File: src/rtl/tcps_pkg.sv
// Purpose: constants and carriers for the timer clock prescale select block
// Assumes: 8-bit special-function-register port from the cpu core
// Notes: registers reset to zero
//
// Notes on behaviour
// - timer0 select 0 prescaled, 1 system clock
// - timer1 select 0 prescaled, 1 system clock
// - prescale codes divide by 12, 4, 48
// - external clock divided by eight, synchronised
// - prescale affects only prescaled-select timers
// - config upper nibble reads zero, ignores writes
// - timer1 low byte read/write at 0x8B
// - timer0 high byte at 0x8C, resets zero
// - timer1 high byte at 0x8D, resets zero
// - split timer0 upper counter follows timer0 select, external included
package tcps_pkg;
  // ****************************************
  // register map
  // ****************************************
  localparam logic [7:0] ADDR_T1_LOW = 8'h8B;
  localparam logic [7:0] ADDR_T0_HIGH = 8'h8C;
  localparam logic [7:0] ADDR_T1_HIGH = 8'h8D;
  localparam logic [7:0] ADDR_CLK_CFG = 8'h8E;
  localparam logic [7:0] RST_BYTE = 8'h00;
  localparam logic [3:0] RST_CFG = 4'h0;
  // config field positions
  localparam int POS_T1_SEL = 3;
  localparam int POS_T0_SEL = 2;
  localparam int POS_PRE_HI = 1;
  localparam int POS_PRE_LO = 0;
  // ****************************************
  // prescale divisors
  // ****************************************
  localparam int DIV_CODE0 = 12;
  localparam int DIV_CODE1 = 4;
  localparam int DIV_CODE2 = 48;
  localparam int DIV_EXT = 8;
  localparam logic [5:0] CNT_CODE0 = 6'(DIV_CODE0 - 1);
  localparam logic [5:0] CNT_CODE1 = 6'(DIV_CODE1 - 1);
  localparam logic [5:0] CNT_CODE2 = 6'(DIV_CODE2 - 1);
  localparam logic [2:0] CNT_EXT = 3'(DIV_EXT - 1);
  localparam logic [5:0] CNT_ZERO = 6'h00;
  localparam logic [2:0] EXT_ZERO = 3'h0;

  typedef enum logic [1:0] {
    TCPS_DIV12,
    TCPS_DIV4,
    TCPS_DIV48,
    TCPS_EXT8
  } tcps_pre_e;

  // special-function-register access
  typedef struct packed {
    logic wr;
    logic rd;
    logic [7:0] addr;
    logic [7:0] wdata;
  } tcps_sfr_s;

  // per-timer count ticks
  typedef struct packed {
    logic t0_tick;
    logic t1_tick;
    logic t0_split_tick;
  } tcps_tick_s;
endpackage

File: src/rtl/tcps_top.sv
// Purpose: timer clock prescaler, per-timer clock select, timer byte registers
// Assumes: sfr access from cpu on clk; ext_clk is an asynchronous pin
// Notes: ticks are one-cycle enables on clk; counting is done by the timer core,
//        which loads the byte registers back through the cnt_* ports
module tcps_top
  import tcps_pkg::*;
(
  // clock and reset
  input wire logic clk,
  input wire logic sys_rst,
  // special-function-register port
  input wire tcps_sfr_s sfr,
  output logic [7:0] sfr_rdata,
  // external clock pin
  input wire logic ext_clk,
  // count updates from the timer core
  input wire logic cnt_t1_low_we,
  input wire logic [7:0] cnt_t1_low,
  input wire logic cnt_t0_high_we,
  input wire logic [7:0] cnt_t0_high,
  input wire logic cnt_t1_high_we,
  input wire logic [7:0] cnt_t1_high,
  // byte registers and ticks to the timer core
  output logic [7:0] t1_low,
  output logic [7:0] t0_high,
  output logic [7:0] t1_high,
  output tcps_tick_s ticks
);
  // ****************************************
  // state
  // ****************************************
  logic [3:0] cfg_ff;
  logic [7:0] t1_low_ff, t0_high_ff, t1_high_ff, rdata_ff;
  logic [5:0] pre_cnt_ff;
  logic [2:0] ext_cnt_ff;
  logic ext_s1_ff, ext_s2_ff, ext_prev_ff, ext_div_ff;
  logic pre_tick_ff;
  tcps_tick_s ticks_ff;

  // ****************************************
  // register decode
  // ****************************************
  wire logic wr_cfg = sfr.wr && (sfr.addr == ADDR_CLK_CFG);
  wire logic wr_t1l = sfr.wr && (sfr.addr == ADDR_T1_LOW);
  wire logic wr_t0h = sfr.wr && (sfr.addr == ADDR_T0_HIGH);
  wire logic wr_t1h = sfr.wr && (sfr.addr == ADDR_T1_HIGH);
  wire logic t1_sel = cfg_ff[POS_T1_SEL];
  wire logic t0_sel = cfg_ff[POS_T0_SEL];
  wire tcps_pre_e pre_mode = tcps_pre_e'(cfg_ff[POS_PRE_HI:POS_PRE_LO]);
  wire logic [7:0] nxt_rdata =
    (sfr.addr == ADDR_CLK_CFG) ? {4'h0, cfg_ff} :
    (sfr.addr == ADDR_T1_LOW) ? t1_low_ff :
    (sfr.addr == ADDR_T0_HIGH) ? t0_high_ff :
    (sfr.addr == ADDR_T1_HIGH) ? t1_high_ff : 8'h00;

  // config register, upper nibble never stored
  always_ff @(posedge clk)
  begin
    if (sys_rst)
      cfg_ff <= RST_CFG;
    else if (wr_cfg)
      cfg_ff <= sfr.wdata[3:0];
  end

  // byte registers: cpu write has priority over core update
  always_ff @(posedge clk)
  begin
    if (sys_rst)
    begin
      t1_low_ff <= RST_BYTE;
      t0_high_ff <= RST_BYTE;
      t1_high_ff <= RST_BYTE;
    end
    else
    begin
      if (wr_t1l)
        t1_low_ff <= sfr.wdata;
      else if (cnt_t1_low_we)
        t1_low_ff <= cnt_t1_low;
      if (wr_t0h)
        t0_high_ff <= sfr.wdata;
      else if (cnt_t0_high_we)
        t0_high_ff <= cnt_t0_high;
      if (wr_t1h)
        t1_high_ff <= sfr.wdata;
      else if (cnt_t1_high_we)
        t1_high_ff <= cnt_t1_high;
    end
  end

  // read data registered, valid one cycle after address
  always_ff @(posedge clk)
  begin
    if (sys_rst)
      rdata_ff <= RST_BYTE;
    else
      rdata_ff <= nxt_rdata;
  end

  // ****************************************
  // system clock prescaler
  // ****************************************
  // terminal count per prescale code
  wire logic [5:0] pre_last =
    (pre_mode == TCPS_DIV4) ? CNT_CODE1 :
    (pre_mode == TCPS_DIV48) ? CNT_CODE2 : CNT_CODE0;
  // >= so a switch to a shorter divisor wraps at once, not after a 6-bit rollover
  wire logic pre_wrap = (pre_cnt_ff >= pre_last);
  wire logic [5:0] nxt_pre_cnt = pre_wrap ? CNT_ZERO : pre_cnt_ff + 6'h01;

  always_ff @(posedge clk)
  begin
    if (sys_rst)
      pre_cnt_ff <= CNT_ZERO;
    else
      pre_cnt_ff <= nxt_pre_cnt;
  end

  // ****************************************
  // external clock divide by eight
  // ****************************************
  // two-flop synchroniser on the pin
  always_ff @(posedge clk)
  begin
    if (sys_rst)
    begin
      ext_s1_ff <= 1'b0;
      ext_s2_ff <= 1'b0;
      ext_prev_ff <= 1'b0;
    end
    else
    begin
      ext_s1_ff <= ext_clk;
      ext_s2_ff <= ext_s1_ff;
      ext_prev_ff <= ext_s2_ff;
    end
  end

  wire logic ext_rise = ext_s2_ff && !ext_prev_ff;
  wire logic [2:0] nxt_ext_cnt = ext_rise ? ext_cnt_ff + 3'h1 : ext_cnt_ff;

  always_ff @(posedge clk)
  begin
    if (sys_rst)
    begin
      ext_cnt_ff <= EXT_ZERO;
      ext_div_ff <= 1'b0;
    end
    else
    begin
      ext_cnt_ff <= nxt_ext_cnt;
      ext_div_ff <= ext_rise && (ext_cnt_ff == CNT_EXT);
    end
  end

  // ****************************************
  // tick selection
  // ****************************************
  // code 11 uses external divided clock
  wire logic nxt_pre_tick = (pre_mode == TCPS_EXT8) ? ext_div_ff : pre_wrap;

  always_ff @(posedge clk)
  begin
    if (sys_rst)
      pre_tick_ff <= 1'b0;
    else
      pre_tick_ff <= nxt_pre_tick;
  end

  wire logic nxt_t0_tick = t0_sel ? 1'b1 : pre_tick_ff;
  wire logic nxt_t1_tick = t1_sel ? 1'b1 : pre_tick_ff;
  // split upper counter, same source as timer0 including external
  wire logic nxt_split_tick = t0_sel ? 1'b1 : pre_tick_ff;

  // registered ticks cost a cycle of latency but keep every output on a flop
  always_ff @(posedge clk)
  begin
    if (sys_rst)
      ticks_ff <= '0;
    else
      ticks_ff <= '{t0_tick: nxt_t0_tick, t1_tick: nxt_t1_tick,
                    t0_split_tick: nxt_split_tick};
  end

  // outputs straight from flops
  assign sfr_rdata = rdata_ff;
  assign t1_low = t1_low_ff;
  assign t0_high = t0_high_ff;
  assign t1_high = t1_high_ff;
  assign ticks = ticks_ff;

  // ****************************************
  // assertions
  // ****************************************
  // upper nibble read zero
  a_cfg_read_zero: assert property (@(posedge clk) disable iff (sys_rst)
    $past(sfr.addr) == ADDR_CLK_CFG |-> sfr_rdata[7:4] == 4'h0)
    else $error("config upper nibble not zero");

  a_cfg_write_mask: assert property (@(posedge clk) disable iff (sys_rst)
    wr_cfg |=> cfg_ff == $past(sfr.wdata[3:0]))
    else $error("config write not stored as low nibble");

  a_t0_sys_tick: assert property (@(posedge clk) disable iff (sys_rst)
    t0_sel [*2] |-> ticks.t0_tick)
    else $error("timer0 missed system tick");

  a_t1_sys_tick: assert property (@(posedge clk) disable iff (sys_rst)
    t1_sel [*2] |-> ticks.t1_tick)
    else $error("timer1 missed system tick");

  a_t0_prescaled: assert property (@(posedge clk) disable iff (sys_rst)
    !t0_sel |=> ticks.t0_tick == $past(pre_tick_ff))
    else $error("timer0 prescaled tick mismatch");

  a_t1_prescaled: assert property (@(posedge clk) disable iff (sys_rst)
    !t1_sel |=> ticks.t1_tick == $past(pre_tick_ff))
    else $error("timer1 prescaled tick mismatch");

  a_split_source: assert property (@(posedge clk) disable iff (sys_rst)
    1'b1 |=> ticks.t0_split_tick == ($past(t0_sel) || $past(pre_tick_ff)))
    else $error("split counter tick from wrong source");

  a_div4_gap: assert property (@(posedge clk) disable iff (sys_rst)
    (pre_mode == TCPS_DIV4) && pre_wrap ##1 (pre_mode == TCPS_DIV4) [*4] |->
      pre_wrap && !$past(pre_wrap, 1) && !$past(pre_wrap, 2) && !$past(pre_wrap, 3))
    else $error("divide by four period wrong");

  a_div12_gap: assert property (@(posedge clk) disable iff (sys_rst)
    (pre_mode == TCPS_DIV12) && pre_wrap ##1 (pre_mode == TCPS_DIV12) [*8]
      ##1 (pre_mode == TCPS_DIV12) [*4] |->
      pre_wrap && !$past(pre_wrap, 1) && !$past(pre_wrap, 11))
    else $error("divide by twelve period wrong");

  a_div48_gap: assert property (@(posedge clk) disable iff (sys_rst)
    (pre_mode == TCPS_DIV48) && pre_wrap ##1 (pre_mode == TCPS_DIV48) [*8]
      ##1 (pre_mode == TCPS_DIV48) [*8] ##1 (pre_mode == TCPS_DIV48) [*8]
      ##1 (pre_mode == TCPS_DIV48) [*8] ##1 (pre_mode == TCPS_DIV48) [*8]
      ##1 (pre_mode == TCPS_DIV48) [*8] |->
      pre_wrap && !$past(pre_wrap, 1) && !$past(pre_wrap, 47))
    else $error("divide by forty-eight period wrong");

  a_ext_select: assert property (@(posedge clk) disable iff (sys_rst)
    (pre_mode == TCPS_EXT8) && ext_div_ff ##1 (pre_mode == TCPS_EXT8) |-> pre_tick_ff)
    else $error("external divided tick lost");

  a_ext_sync: assert property (@(posedge clk) disable iff (sys_rst)
    ext_rise |-> $past(ext_clk, 2))
    else $error("external edge bypassed synchroniser");

  a_ext_every8: assert property (@(posedge clk) disable iff (sys_rst)
    ext_div_ff |-> ext_cnt_ff == EXT_ZERO)
    else $error("external divide tick off count");

  a_t0h_write: assert property (@(posedge clk) disable iff (sys_rst)
    wr_t0h |=> t0_high == $past(sfr.wdata))
    else $error("timer0 high write lost");

  a_t1h_write: assert property (@(posedge clk) disable iff (sys_rst)
    wr_t1h |=> t1_high == $past(sfr.wdata))
    else $error("timer1 high write lost");

  a_t1l_write: assert property (@(posedge clk) disable iff (sys_rst)
    wr_t1l |=> t1_low == $past(sfr.wdata))
    else $error("timer1 low write lost");

  // core update lands when cpu idle
  a_t1l_core: assert property (@(posedge clk) disable iff (sys_rst)
    cnt_t1_low_we && !wr_t1l |=> t1_low == $past(cnt_t1_low))
    else $error("timer1 low core update lost");

  // core update lands when cpu idle
  a_t1h_core: assert property (@(posedge clk) disable iff (sys_rst)
    cnt_t1_high_we && !wr_t1h |=> t1_high == $past(cnt_t1_high))
    else $error("timer1 high core update lost");

  a_reset_zero: assert property (@(posedge clk)
    sys_rst |=> t0_high == RST_BYTE && t1_high == RST_BYTE && ticks == '0)
    else $error("registers not clear after reset");
endmodule

File: config.mk
export PLATFORM = sky130hd
export DESIGN_NAME = tcps_top
export DESIGN_NICKNAME = d
export VERILOG_FILES = /design/src/rtl/tcps_pkg.sv /design/src/rtl/tcps_top.sv
export SDC_FILE = /design/constraint.sdc
export NUM_CORES = 1
export LEC_CHECK = 0
export ABC_AREA = 1
export BUFFER_PORTS_ARGS = -buffer_cell sky130_fd_sc_hd__buf_2
export CORE_MARGIN = 2
export CORE_UTILIZATION = 52
export CTS_CLUSTER_SIZE = 12
export DETAILED_ROUTE_END_ITERATION = 8
export PLACE_DENSITY = 0.91
export SYNTH_ARGS = -nofsm -noshare
export SYNTH_HDL_FRONTEND = slang
export SYNTH_SLANG_ARGS = --single-unit
File: constraint.sdc
create_clock -name clk -period 1.6 [get_ports clk]
set_input_delay 0.32 -clock clk [delete_from_list [all_inputs] [get_ports clk]]
set_output_delay 0.32 -clock clk [all_outputs]
set_load 0.005 [all_outputs]
==> results.cfg, run 1 <==
[timing]
setup_viol = 0
fin_skew_ns = 0.005515
clock.fmax_mhz = 661.0
drv_slew = 0
timing.hold.ws_ns = 0.2077
max_slew_margin_pct = 76.25
rsz0062_at_grt = true
fin_ws_ns = 0.08714
tightest_slew_ns = 0.3554
final.min_clock_period_ns = 1.513
hold_violations = 0
timing.final.crit_share_pct = 94.55

[placed_design]
dpl_worst_slack_ns = 0.05867
hpwl_mm = 5.382
gp_congestion = 0.9919
numPortBuffers = 81

[route]
drt_wl_total_mm = 6.914
drt_first_pass_iters = 5
detail-route-antenna-nets = 0
wl_per_cell_um = 12.28
viasPerCell = 5.096
drc = 0
vias = 2869
drt-initial-drc-count = 202

[worst_hold_path]
worstHoldPathType = in -> reg
whs_endpoint = ext_s1_ff$_SDFF_PP0_
hold_depth = 3
hold_start = ext_clk

[global_route]
antenna_found_initial = 0
gr-usage-all-layers_pct = 23.86
grt_pass1_wl_mm = 11.85
grt_pass1_vias = 2740
grt-ovfl-total = 0
grt_max_degree = 32

[clocking]
clock_path_buffers = 2
clkLatencyLatePin_ns = 0.31
cts_sinks = 52
path_clk_slew_ns = 0.10
cts-buffers-inserted = 5
cts_root_buffer = clkbuf_8
cts_htree_levels = 2
cts_tree = yes

[layout]
regArea_mm2 = 0.001044
nets = 546
fillers = 424
n_antenna_cell = 0
multiInputGateArea_mm2 = 0.001481
area_growth_pct = 19.35
drive_gt1_share_pct = 26.57

[floorplan]
num_io_pins = 83
die_w_um = 77.79
dieArea_mm2 = 0.006051
die_y_um = 77.79
std_cell_rows = 26
start_util_pct = 54.74
core_mm2 = 0.005172

[power]
power.total_mw = 2.498
p_leak_nw = 1.851
cellPowerDensity_mw_per_mm2 = 739.1
max-vdd-ir-drop_mv = 0.4951

[critical_path]
cp.required_ns = 1.84
arrival_ns = 1.76
timing.rr.start = cfg_ff[0]$_SDFFE_PP0P_
crit_path_end_kind = flip-flop
ff2ff_path_depth = 7
cp_cell_sequence = inv_2 > nor2_2 > ha_1 > a21oi_2 > nand3b_1 > nand4_1 > nor2_1
crit_type = reg -> reg
slowest_stage = dfxtp_2
slowest_delay_ns = 0.34
rrSetupSlack_ns = 0.09
start_kind = flip-flop
cp_max_fo = 6
r2r-end = pre_cnt_ff[2]$_SDFF_PP0_

[logic_synthesis]
synthTopCellsByArea = dfxtp_1 (37%), nand2_1 (15%), nor2_1 (7.8%)
syn-mean-instance-area_um2 = 6.839
synth_edf_count = 0
ys_seq_area_share_pct = 36.77
synth_ff_type = dfxtp_1
synth_top_area_share_pct = 36.77
yosysWarnings = 0
ys_async_sr_fraction_pct = 0
synth_area_mm2 = 0.002831
synth.distinct_cells = 28
synthCells = 414
ys_seq_elements = 52
yosysTopAreaCell = dfxtp_1
synthTopCellsByCount = nand2_1 (110), nor2_1 (59), dfxtp_1 (52)
syn_nets = 468
yosysMostFrequentCell = nand2_1

[run]
maxCapViolCount = 0

[run_status]
status = complete, no violations
worst max-delay path by stage:
stage / start / end / slack [ns] / depth (start not counted)
2_1_floorplan: cfg_ff[0]$_SDFFE_PP0P_ / pre_cnt_ff[0]$_SDFF_PP0_ / 0.31 / 6
3_3_place_gp: sfr[14] / t0_high[0]$_SDFFE_PP0P_ / 0.11 / 8
3_5_place_dp: sfr[14] / t0_high[7]$_SDFFE_PP0P_ / 0.06 / 8
4_1_cts: cfg_ff[0]$_SDFFE_PP0P_ / pre_cnt_ff[2]$_SDFF_PP0_ / 0.05 / 7
5_1_grt: cfg_ff[0]$_SDFFE_PP0P_ / pre_cnt_ff[2]$_SDFF_PP0_ / -0.02 / 7
6_report: cfg_ff[0]$_SDFFE_PP0P_ / pre_cnt_ff[2]$_SDFF_PP0_ / 0.09 / 7
cells in the final DEF, fill, tap and decap left out:
| cell | count |
|---|---|
| clkinv_4 | 2 |
| nand3_4 | 2 |
| nor2_2 | 3 |
| nor2_8 | 2 |
| nor2_4 | 2 |
| nand2_1 | 110 |
| ha_1 | 6 |
| o21ai_0 | 4 |
| nand2_4 | 2 |
| nand3_2 | 2 |
| o211ai_2 | 4 |
| a21oi_2 | 4 |
| a21oi_1 | 18 |
| buf_4 | 9 |
| nor2_1 | 58 |
| nand3_1 | 41 |
| dfxtp_2 | 2 |
| xnor2_1 | 2 |
| buf_2 | 81 |
| nand4_1 | 19 |
| dfxtp_1 | 50 |
| nand2_2 | 6 |
| clkbuf_8 | 5 |
| inv_6 | 1 |
| nand3b_1 | 2 |
| nor3_2 | 1 |
| inv_1 | 50 |
| inv_2 | 3 |
| xor2_1 | 2 |
final cells by class:
| cell class | instances | area share (%) |
|---|---|---|
| multi-input cells | 290 | 43.84 |
| repair buffers | 90 | 13.99 |
| well taps | 70 | 2.592 |
| flip-flops and latches | 52 | 30.88 |
| clock inverters | 3 | 0.7775 |
| inverters | 53 | 5.887 |
| clock buffers | 5 | 2.036 |
sequential cells by signal, indices dropped and copies added (netlist names):
| register | cells |
|---|---|
| ticks | 2 |
| ext_cnt_ff | 3 |
| ext_s2_ff | 1 |
| cfg_ff | 4 |
| sfr_rdata | 8 |
| t1_low | 8 |
| pre_tick_ff | 1 |
| t0_high | 8 |
| t1_high | 8 |
| ext_s1_ff | 1 |
| pre_cnt_ff | 6 |
| ext_prev_ff | 1 |
| ext_div_ff | 1 |
power breakdown:
part / internal [mW] / total (mW) / switching [mW]
registers: 1.34 / 1.38 / 0.0355
clock network: 0.320 / 0.781 / 0.461
logic: 0.138 / 0.340 / 0.202
total: 1.80 / 2.50 / 0.699
metal layers:
layer	routed length, um	global-route usage [%]	vias up
li1	-	-	1461
met1	2877	29.59	1258
met2	3268	39.91	120
met3	511	4.535	30
met4	257	10.89	0
met5	0	0	-
critical path: cells and delay by family, from the launching register on:
family	cells	cell delay [ns]
and+or+nand+nor	4	0.60
DFF	1	0.34
adders and majority gates	1	0.31
AOI/OAI and AO/OA	1	0.13
buffers and inverters	1	0.07
stage by stage:
step | TNS [ns] | instance area, um^2 | instances | utilization [%]
floorplan | 0 | 2831 | 414 | -
global placement | 0 | 3264 | 554 | 63.11
detailed placement | 0 | 3264 | 554 | 63.11
CTS | 0 | 3359 | 562 | 64.95
global route | -0.02395 | 3379 | 563 | 65.34
finish | 0 | 3379 | 563 | 65.34
cells by family (layout without fill, tap and decap cells):
| logic type | count (synthesis) | in the layout | synth area share (%) |
|---|---|---|---|
| AOI/OAI and AO/OA | 30 | 30 | 6.629 |
| and+or+nand+nor | 250 | 250 | 41.45 |
| DFF | 52 | 52 | 36.77 |
| adders and majority gates | 6 | 6 | 2.651 |
| xor gates and xnor gates | 4 | 4 | 1.238 |
| buffers and inverters | 72 | 151 | 11.27 |
what timing repair did:
item                       in CTS  in global routing
hold buffers                    0                  0
hold endpoints to repair        0                  0
gates resized for setup         0                  6
setup endpoints to repair       0                  6
setup buffers                   0                  1
Power figures use the tool's default switching activity.
==> run 2: changes to the inputs <==
CORE_UTILIZATION = 35   (was 52)
PLACE_DENSITY = 0.69   (was 0.91)
clock period = 1.7 ns   (was 1.6 ns; I/O delays follow)
==> run 2 against run 1 <==
Utilization is 22 points lower; sequential power is 6% lower; combinational power shrank 7.4%; non-clock buffer count is 4 lower; clock skew is 0.0064 ns higher; clock-buffer cell count unchanged; setup slack gained 0.12 ns; sequential share of layout area about the same; final cell count grew 5.0%; design area is essentially flat; global-route usage fell by 7.3 points; hold slack improved by 0.0093 ns; critical endpoint is now pre_cnt_ff[3]$_SDFF_PP0_; largest power group unchanged.
==> results.cfg, run 2 (synthesis results as in run 1) <==
[run_status]
status = complete, no violations

[critical_path]
crit_path_end_kind = flip-flop
crit_type = reg -> reg
arrival_ns = 1.74
slowest_delay_ns = 0.34
slowest_stage = dfxtp_2
start_kind = flip-flop
cp_max_fo = 6
cp_cell_sequence = inv_1 > nand2_1 > ha_1 > a21oi_1 > nand4_1 > nor2_1
cp.required_ns = 1.95
rrSetupSlack_ns = 0.21

[power]
p_sw_mw = 0.6600
power.total_mw = 2.342
comb_power_share_pct = 13.5
max-vdd-ir-drop_mv = 0.3284
internal-power_mw = 1.682
p_sw_share_pct = 28.18
cellPowerDensity_mw_per_mm2 = 693.5
pwr-share-clk_pct = 31.1
p_leak_nw = 1.821
seq_power_share_pct = 55.4

[clocking]
cts-buffers-inserted = 5
clock_path_buffers = 2
cts_setup_buffers = 0
clkLatencyLatePin_ns = 0.32
cts_tree = yes
path_clk_slew_ns = 0.10
cts_sinks = 52
cts_root_buffer = clkbuf_8
cts_htree_levels = 2

[route]
drt_first_pass_iters = 5
viasPerCell = 4.695
wl_per_cell_um = 12.14
drt_wl_total_mm = 7.173
drt-initial-drc-count = 131
drc = 0
detail-route-antenna-nets = 0
vias = 2775

[timing]
rsz0062_at_grt = false
clock.fmax_mhz = 669.2
drv_slew = 0
setup_viol = 0
hold_violations = 0
tightest_slew_ns = 0.3622
setup_tns_ns = 0
final.min_clock_period_ns = 1.494
timing.final.crit_share_pct = 87.91
max_slew_margin_pct = 75.80
fin_skew_ns = 0.01189

[global_route]
top_usage_layer = met2
met1_usage_pct = 22.19
antenna_found_initial = 0
gr-usage-met2_pct = 27.62
grtUsageMet3_pct = 2.408
grt_pass1_vias = 2468
grt_max_degree = 32
gr-usage-all-layers_pct = 16.55
grt_pass1_wl_mm = 11.57
grt-ovfl-total = 0

[layout]
fillers = 863
drive_gt1_share_pct = 25.15
nets = 542
final_cell_mix = nand2_1 (110), buf_2 (81), nor2_1 (59), inv_1 (51), dfxtp_1 (50)
n_antenna_cell = 0
final_common_cell = nand2_1
area_growth_pct = 19.27

[worst_hold_path]
worstHoldPathType = in -> reg

[floorplan]
std_cell_rows = 32
core_mm2 = 0.007767
die_w_um = 93.95
start_util_pct = 36.45
dieArea_mm2 = 0.008826
die_y_um = 93.95
num_io_pins = 83

[placed_design]
hpwl_mm = 5.556
gp_congestion = 0.8810
numPortBuffers = 81

[run]
maxCapViolCount = 0
-- run 2: repair_timing --
item                                    CTS  global route
resized for setup                         0             2
endpoints found under the setup margin    0             2
hold endpoints to repair                  0             0
hold buffers                              0             0
-- run 2: layout make-up --
type	count	area, um^2	share of cell area [%]
multi-input combinational	290	1471	43.57
sequential	52	1044	30.90
timing repair buffer	86	442.9	13.12
inverter	53	198.9	5.891
tap	102	127.6	3.779
clock buffer	5	68.82	2.038
clock inverter	3	23.77	0.7040
-- run 2: metal layers --
| layer | wire length (um) | part of all wire (%) | vias to the layer above |
|---|---|---|---|
| li1 | - | - | 1451 |
| met1 | 3367 | 47 | 1233 |
| met2 | 3348 | 47 | 83 |
| met3 | 360 | 5.0 | 8 |
| met4 | 97 | 1.4 | 0 |
| met5 | 0 | 0 | - |
-- run 2: worst max-delay path: cells and delay by family, from the launching register on --
kind | cells | cell delay (ns)
buffers and inverters | 1 | 0.08
flip-flops | 1 | 0.34
AO/OA/AOI/OAI | 1 | 0.19
AND/OR/NAND/NOR | 3 | 0.50
adder cells (fa/ha/maj) | 1 | 0.32
-- run 2: path summary, 6_finish.rpt --
path                          start                        to  cells past startpoint
min reg2reg    ext_s1_ff$_SDFF_PP0_      ext_s2_ff$_SDFF_PP0_                      2
max reg2reg  cfg_ff[0]$_SDFFE_PP0P_  pre_cnt_ff[3]$_SDFF_PP0_                      6
max          cfg_ff[0]$_SDFFE_PP0P_  pre_cnt_ff[3]$_SDFF_PP0_                      6
min                         ext_clk      ext_s1_ff$_SDFF_PP0_                      3
-- run 2: through the flow --
step                instance area, um^2  instances  hold slack (ns)  util, %  setup slack (ns)
floorplan                          2831        414           0.3883        -            0.4089
finish                             3377        591           0.2170    43.48            0.2056
CTS                                3374        591           0.2221    43.44            0.1196
global route                       3377        591           0.2073    43.48           0.01371
global placement                   3282        583           0.3951    42.25            0.1163
detailed placement                 3282        583           0.3993    42.25           0.06008
-- run 2: power by group through the flow --
stage | clock [mW] | sequential, mW | combinational (mW)
after global routing | 0.798 | 1.30 | 0.354
after floorplan | 0 | 1.32 | 0.186
after global placement | 0 | 1.32 | 0.308
after detailed placement | 0 | 1.33 | 0.314
after CTS | 0.734 | 1.30 | 0.316
final | 0.728 | 1.30 | 0.315
==> run 3: changes to the inputs <==
PLACE_DENSITY = 0.71   (was 0.69)
clock period = 1.3 ns   (was 1.7 ns; I/O delays follow)
==> run 3 against run 2 <==
The flow now finishes with violations (negative setup slack); maximum frequency up 4.5%; combinational power rose by 35%; critical path depth is the same; register-to-register slack lost 0.34 ns; total power grew 31%; sequential power rose by 31%; flip-flop and latch count unchanged; clock-buffer cell count up 2; die area unchanged; largest cell class unchanged; highest routed layer unchanged.
==> results.cfg, run 3 (synthesis results as in run 1) <==
[placed_design]
gp_congestion = 0.8854
numPortBuffers = 81
dp.cells = 595
hpwl_mm = 5.755
placed_area_mm2 = 0.003410

[route]
vias = 2821
topRoutingLayerUsed = met4
drt-initial-drc-count = 106
drt-met1-wl_mm = 3.170
wl_met2_mm = 3.378
drc = 0
wl_met3_um = 481
detail-route-antenna-nets = 0
wl_per_cell_um = 11.95
drt_first_pass_iters = 4
viasPerCell = 4.671
drt_wl_total_mm = 7.219

[layout]
final_cell_mix = nand2_1 (110), buf_2 (81), nor2_1 (59), dfxtp_1 (51), inv_1 (50)
nets = 555
final_area_mm2 = 0.003516
final_common_cell = nand2_1
multiInputGateArea_mm2 = 0.001475
regArea_mm2 = 0.001042
drive_gt1_share_pct = 27.09
n_antenna_cell = 0
fillers = 827
area_growth_pct = 24.17
instances_no_fill = 604

[clocking]
cts_sinks = 52
ctsHoldBuffers = 0
cts_tree = yes
clock_path_buffers = 2
cts_htree_levels = 2
path_clk_slew_ns = 0.09
cts-buffers-inserted = 5
cts_root_buffer = clkbuf_8
clkLatencyLatePin_ns = 0.30

[floorplan]
dieArea_mm2 = 0.008826
die_y_um = 93.95
start_util_pct = 36.45
die_w_um = 93.95
std_cell_rows = 32
num_io_pins = 83
core_mm2 = 0.007767

[run]
maxCapViolCount = 0

[critical_path]
cp_max_fo = 6
cp.required_ns = 1.55
cp_cell_sequence = inv_2 > nand2_1 > ha_1 > a21oi_2 > nand4_1 > nor2_1
crit_path_end_kind = flip-flop
crit_type = reg -> reg
arrival_ns = 1.68
slowest_delay_ns = 0.33
crit_family = simple AND/OR/NAND/NOR gates
slowest_stage = dfxtp_2
crit_buf_inv = 1
start_kind = flip-flop

[timing]
fin_skew_ns = 0.009550
setup_viol = 7
final.min_clock_period_ns = 1.430
clock.fmax_mhz = 699.3
rsz0062_at_grt = true
timing.final.crit_share_pct = 110.0
max_slew_margin_pct = 75.91
hold_violations = 0
tightest_slew_ns = 0.3614
fin_ws_ns = -0.1300
drv_slew = 0

[global_route]
grt_pass1_wl_mm = 11.88
gr-usage-all-layers_pct = 16.91
grt-ovfl-total = 0
grt_max_degree = 32
grt_pass1_vias = 2608
antenna_found_initial = 0

[power]
pwr-share-clk_pct = 30.9
internal-power_mw = 2.260
comb_power_share_pct = 13.9
max-vdd-ir-drop_mv = 0.3484
p_leak_nw = 1.903
cellPowerDensity_mw_per_mm2 = 873.4
power.total_mw = 3.071
p_sw_share_pct = 26.41
seq_power_share_pct = 55.2
p_sw_mw = 0.8109

[run_status]
failed_checks = negative setup slack
status = complete, but fails checks

[worst_hold_path]
worstHoldPathType = in -> reg
[run 3: cell count changes in the layout (fill, tap and decap cells not counted), sizes merged]
cell / before / now
buf: 86 / 99
clkbuf: 5 / 7
clkinv: 1 / 0
clkinvlp: 2 / 1
[run 3: worst register-to-register path, cell delays in order (launching register included)]
cell	delay, ns
dfxtp_2	0.33
inv_2	0.06
nand2_1	0.07
ha_1	0.32
a21oi_2	0.17
nand4_1	0.24
nor2_1	0.16
[run 3: layout make-up]
cell class	count	area share, %
multi-input combinational	290	41.96
sequential	52	29.64
timing repair buffer	99	16.44
inverter	53	5.658
tap	102	3.630
clock buffer	7	2.456
clock inverter	1	0.2135
[run 3: power by group through the flow]
stage / sequential [mW] / combinational (mW) / clock (mW)
after detailed placement: 1.73 / 0.426 / 0
after floorplan: 1.73 / 0.243 / 0
after global placement: 1.73 / 0.415 / 0
after global routing: 1.70 / 0.484 / 1.04
final: 1.70 / 0.426 / 0.949
after CTS: 1.70 / 0.429 / 0.980
[run 3: path summary, 6_finish.rpt]
| check | from | slack [ns] | endpoint | cells after the start |
|---|---|---|---|---|
| setup reg to reg | cfg_ff[0]$_SDFFE_PP0P_ | -0.13 | pre_cnt_ff[3]$_SDFF_PP0_ | 6 |
| hold / removal | ext_clk | 0.16 | ext_s1_ff$_SDFF_PP0_ | 3 |
| hold reg to reg | ext_s1_ff$_SDFF_PP0_ | 0.41 | ext_s2_ff$_SDFF_PP0_ | 2 |
| setup / recovery | cfg_ff[0]$_SDFFE_PP0P_ | -0.13 | pre_cnt_ff[3]$_SDFF_PP0_ | 6 |
[run 3: per-layer routing]
metal | track usage (%) | up-vias
li1 | - | 1476
met1 | 22.63 | 1233
met2 | 27.38 | 95
met3 | 2.809 | 17
met4 | 6.159 | 0
met5 | 0 | -
[run 3: through the flow]
stage	util (%)	hold slack (ns)	setup WS, ns	TNS, ns
after floorplan	-	0.3670	0.008923	0
after CTS	45.26	0.1566	-0.1470	-0.8448
after global routing	45.26	0.1556	-0.2493	-1.575
after detailed placement	43.90	0.3994	-0.1975	-4.130
final	45.26	0.1638	-0.1300	-0.7826
after global placement	43.90	0.3915	-0.1106	-2.670
[run 3: timing repair]
item                       in CTS  in global routing
cloned                          0                  0
pin swaps                       5                  6
setup endpoints to repair       7                  7
setup buffers                   1                  0
gates resized for setup         3                  0
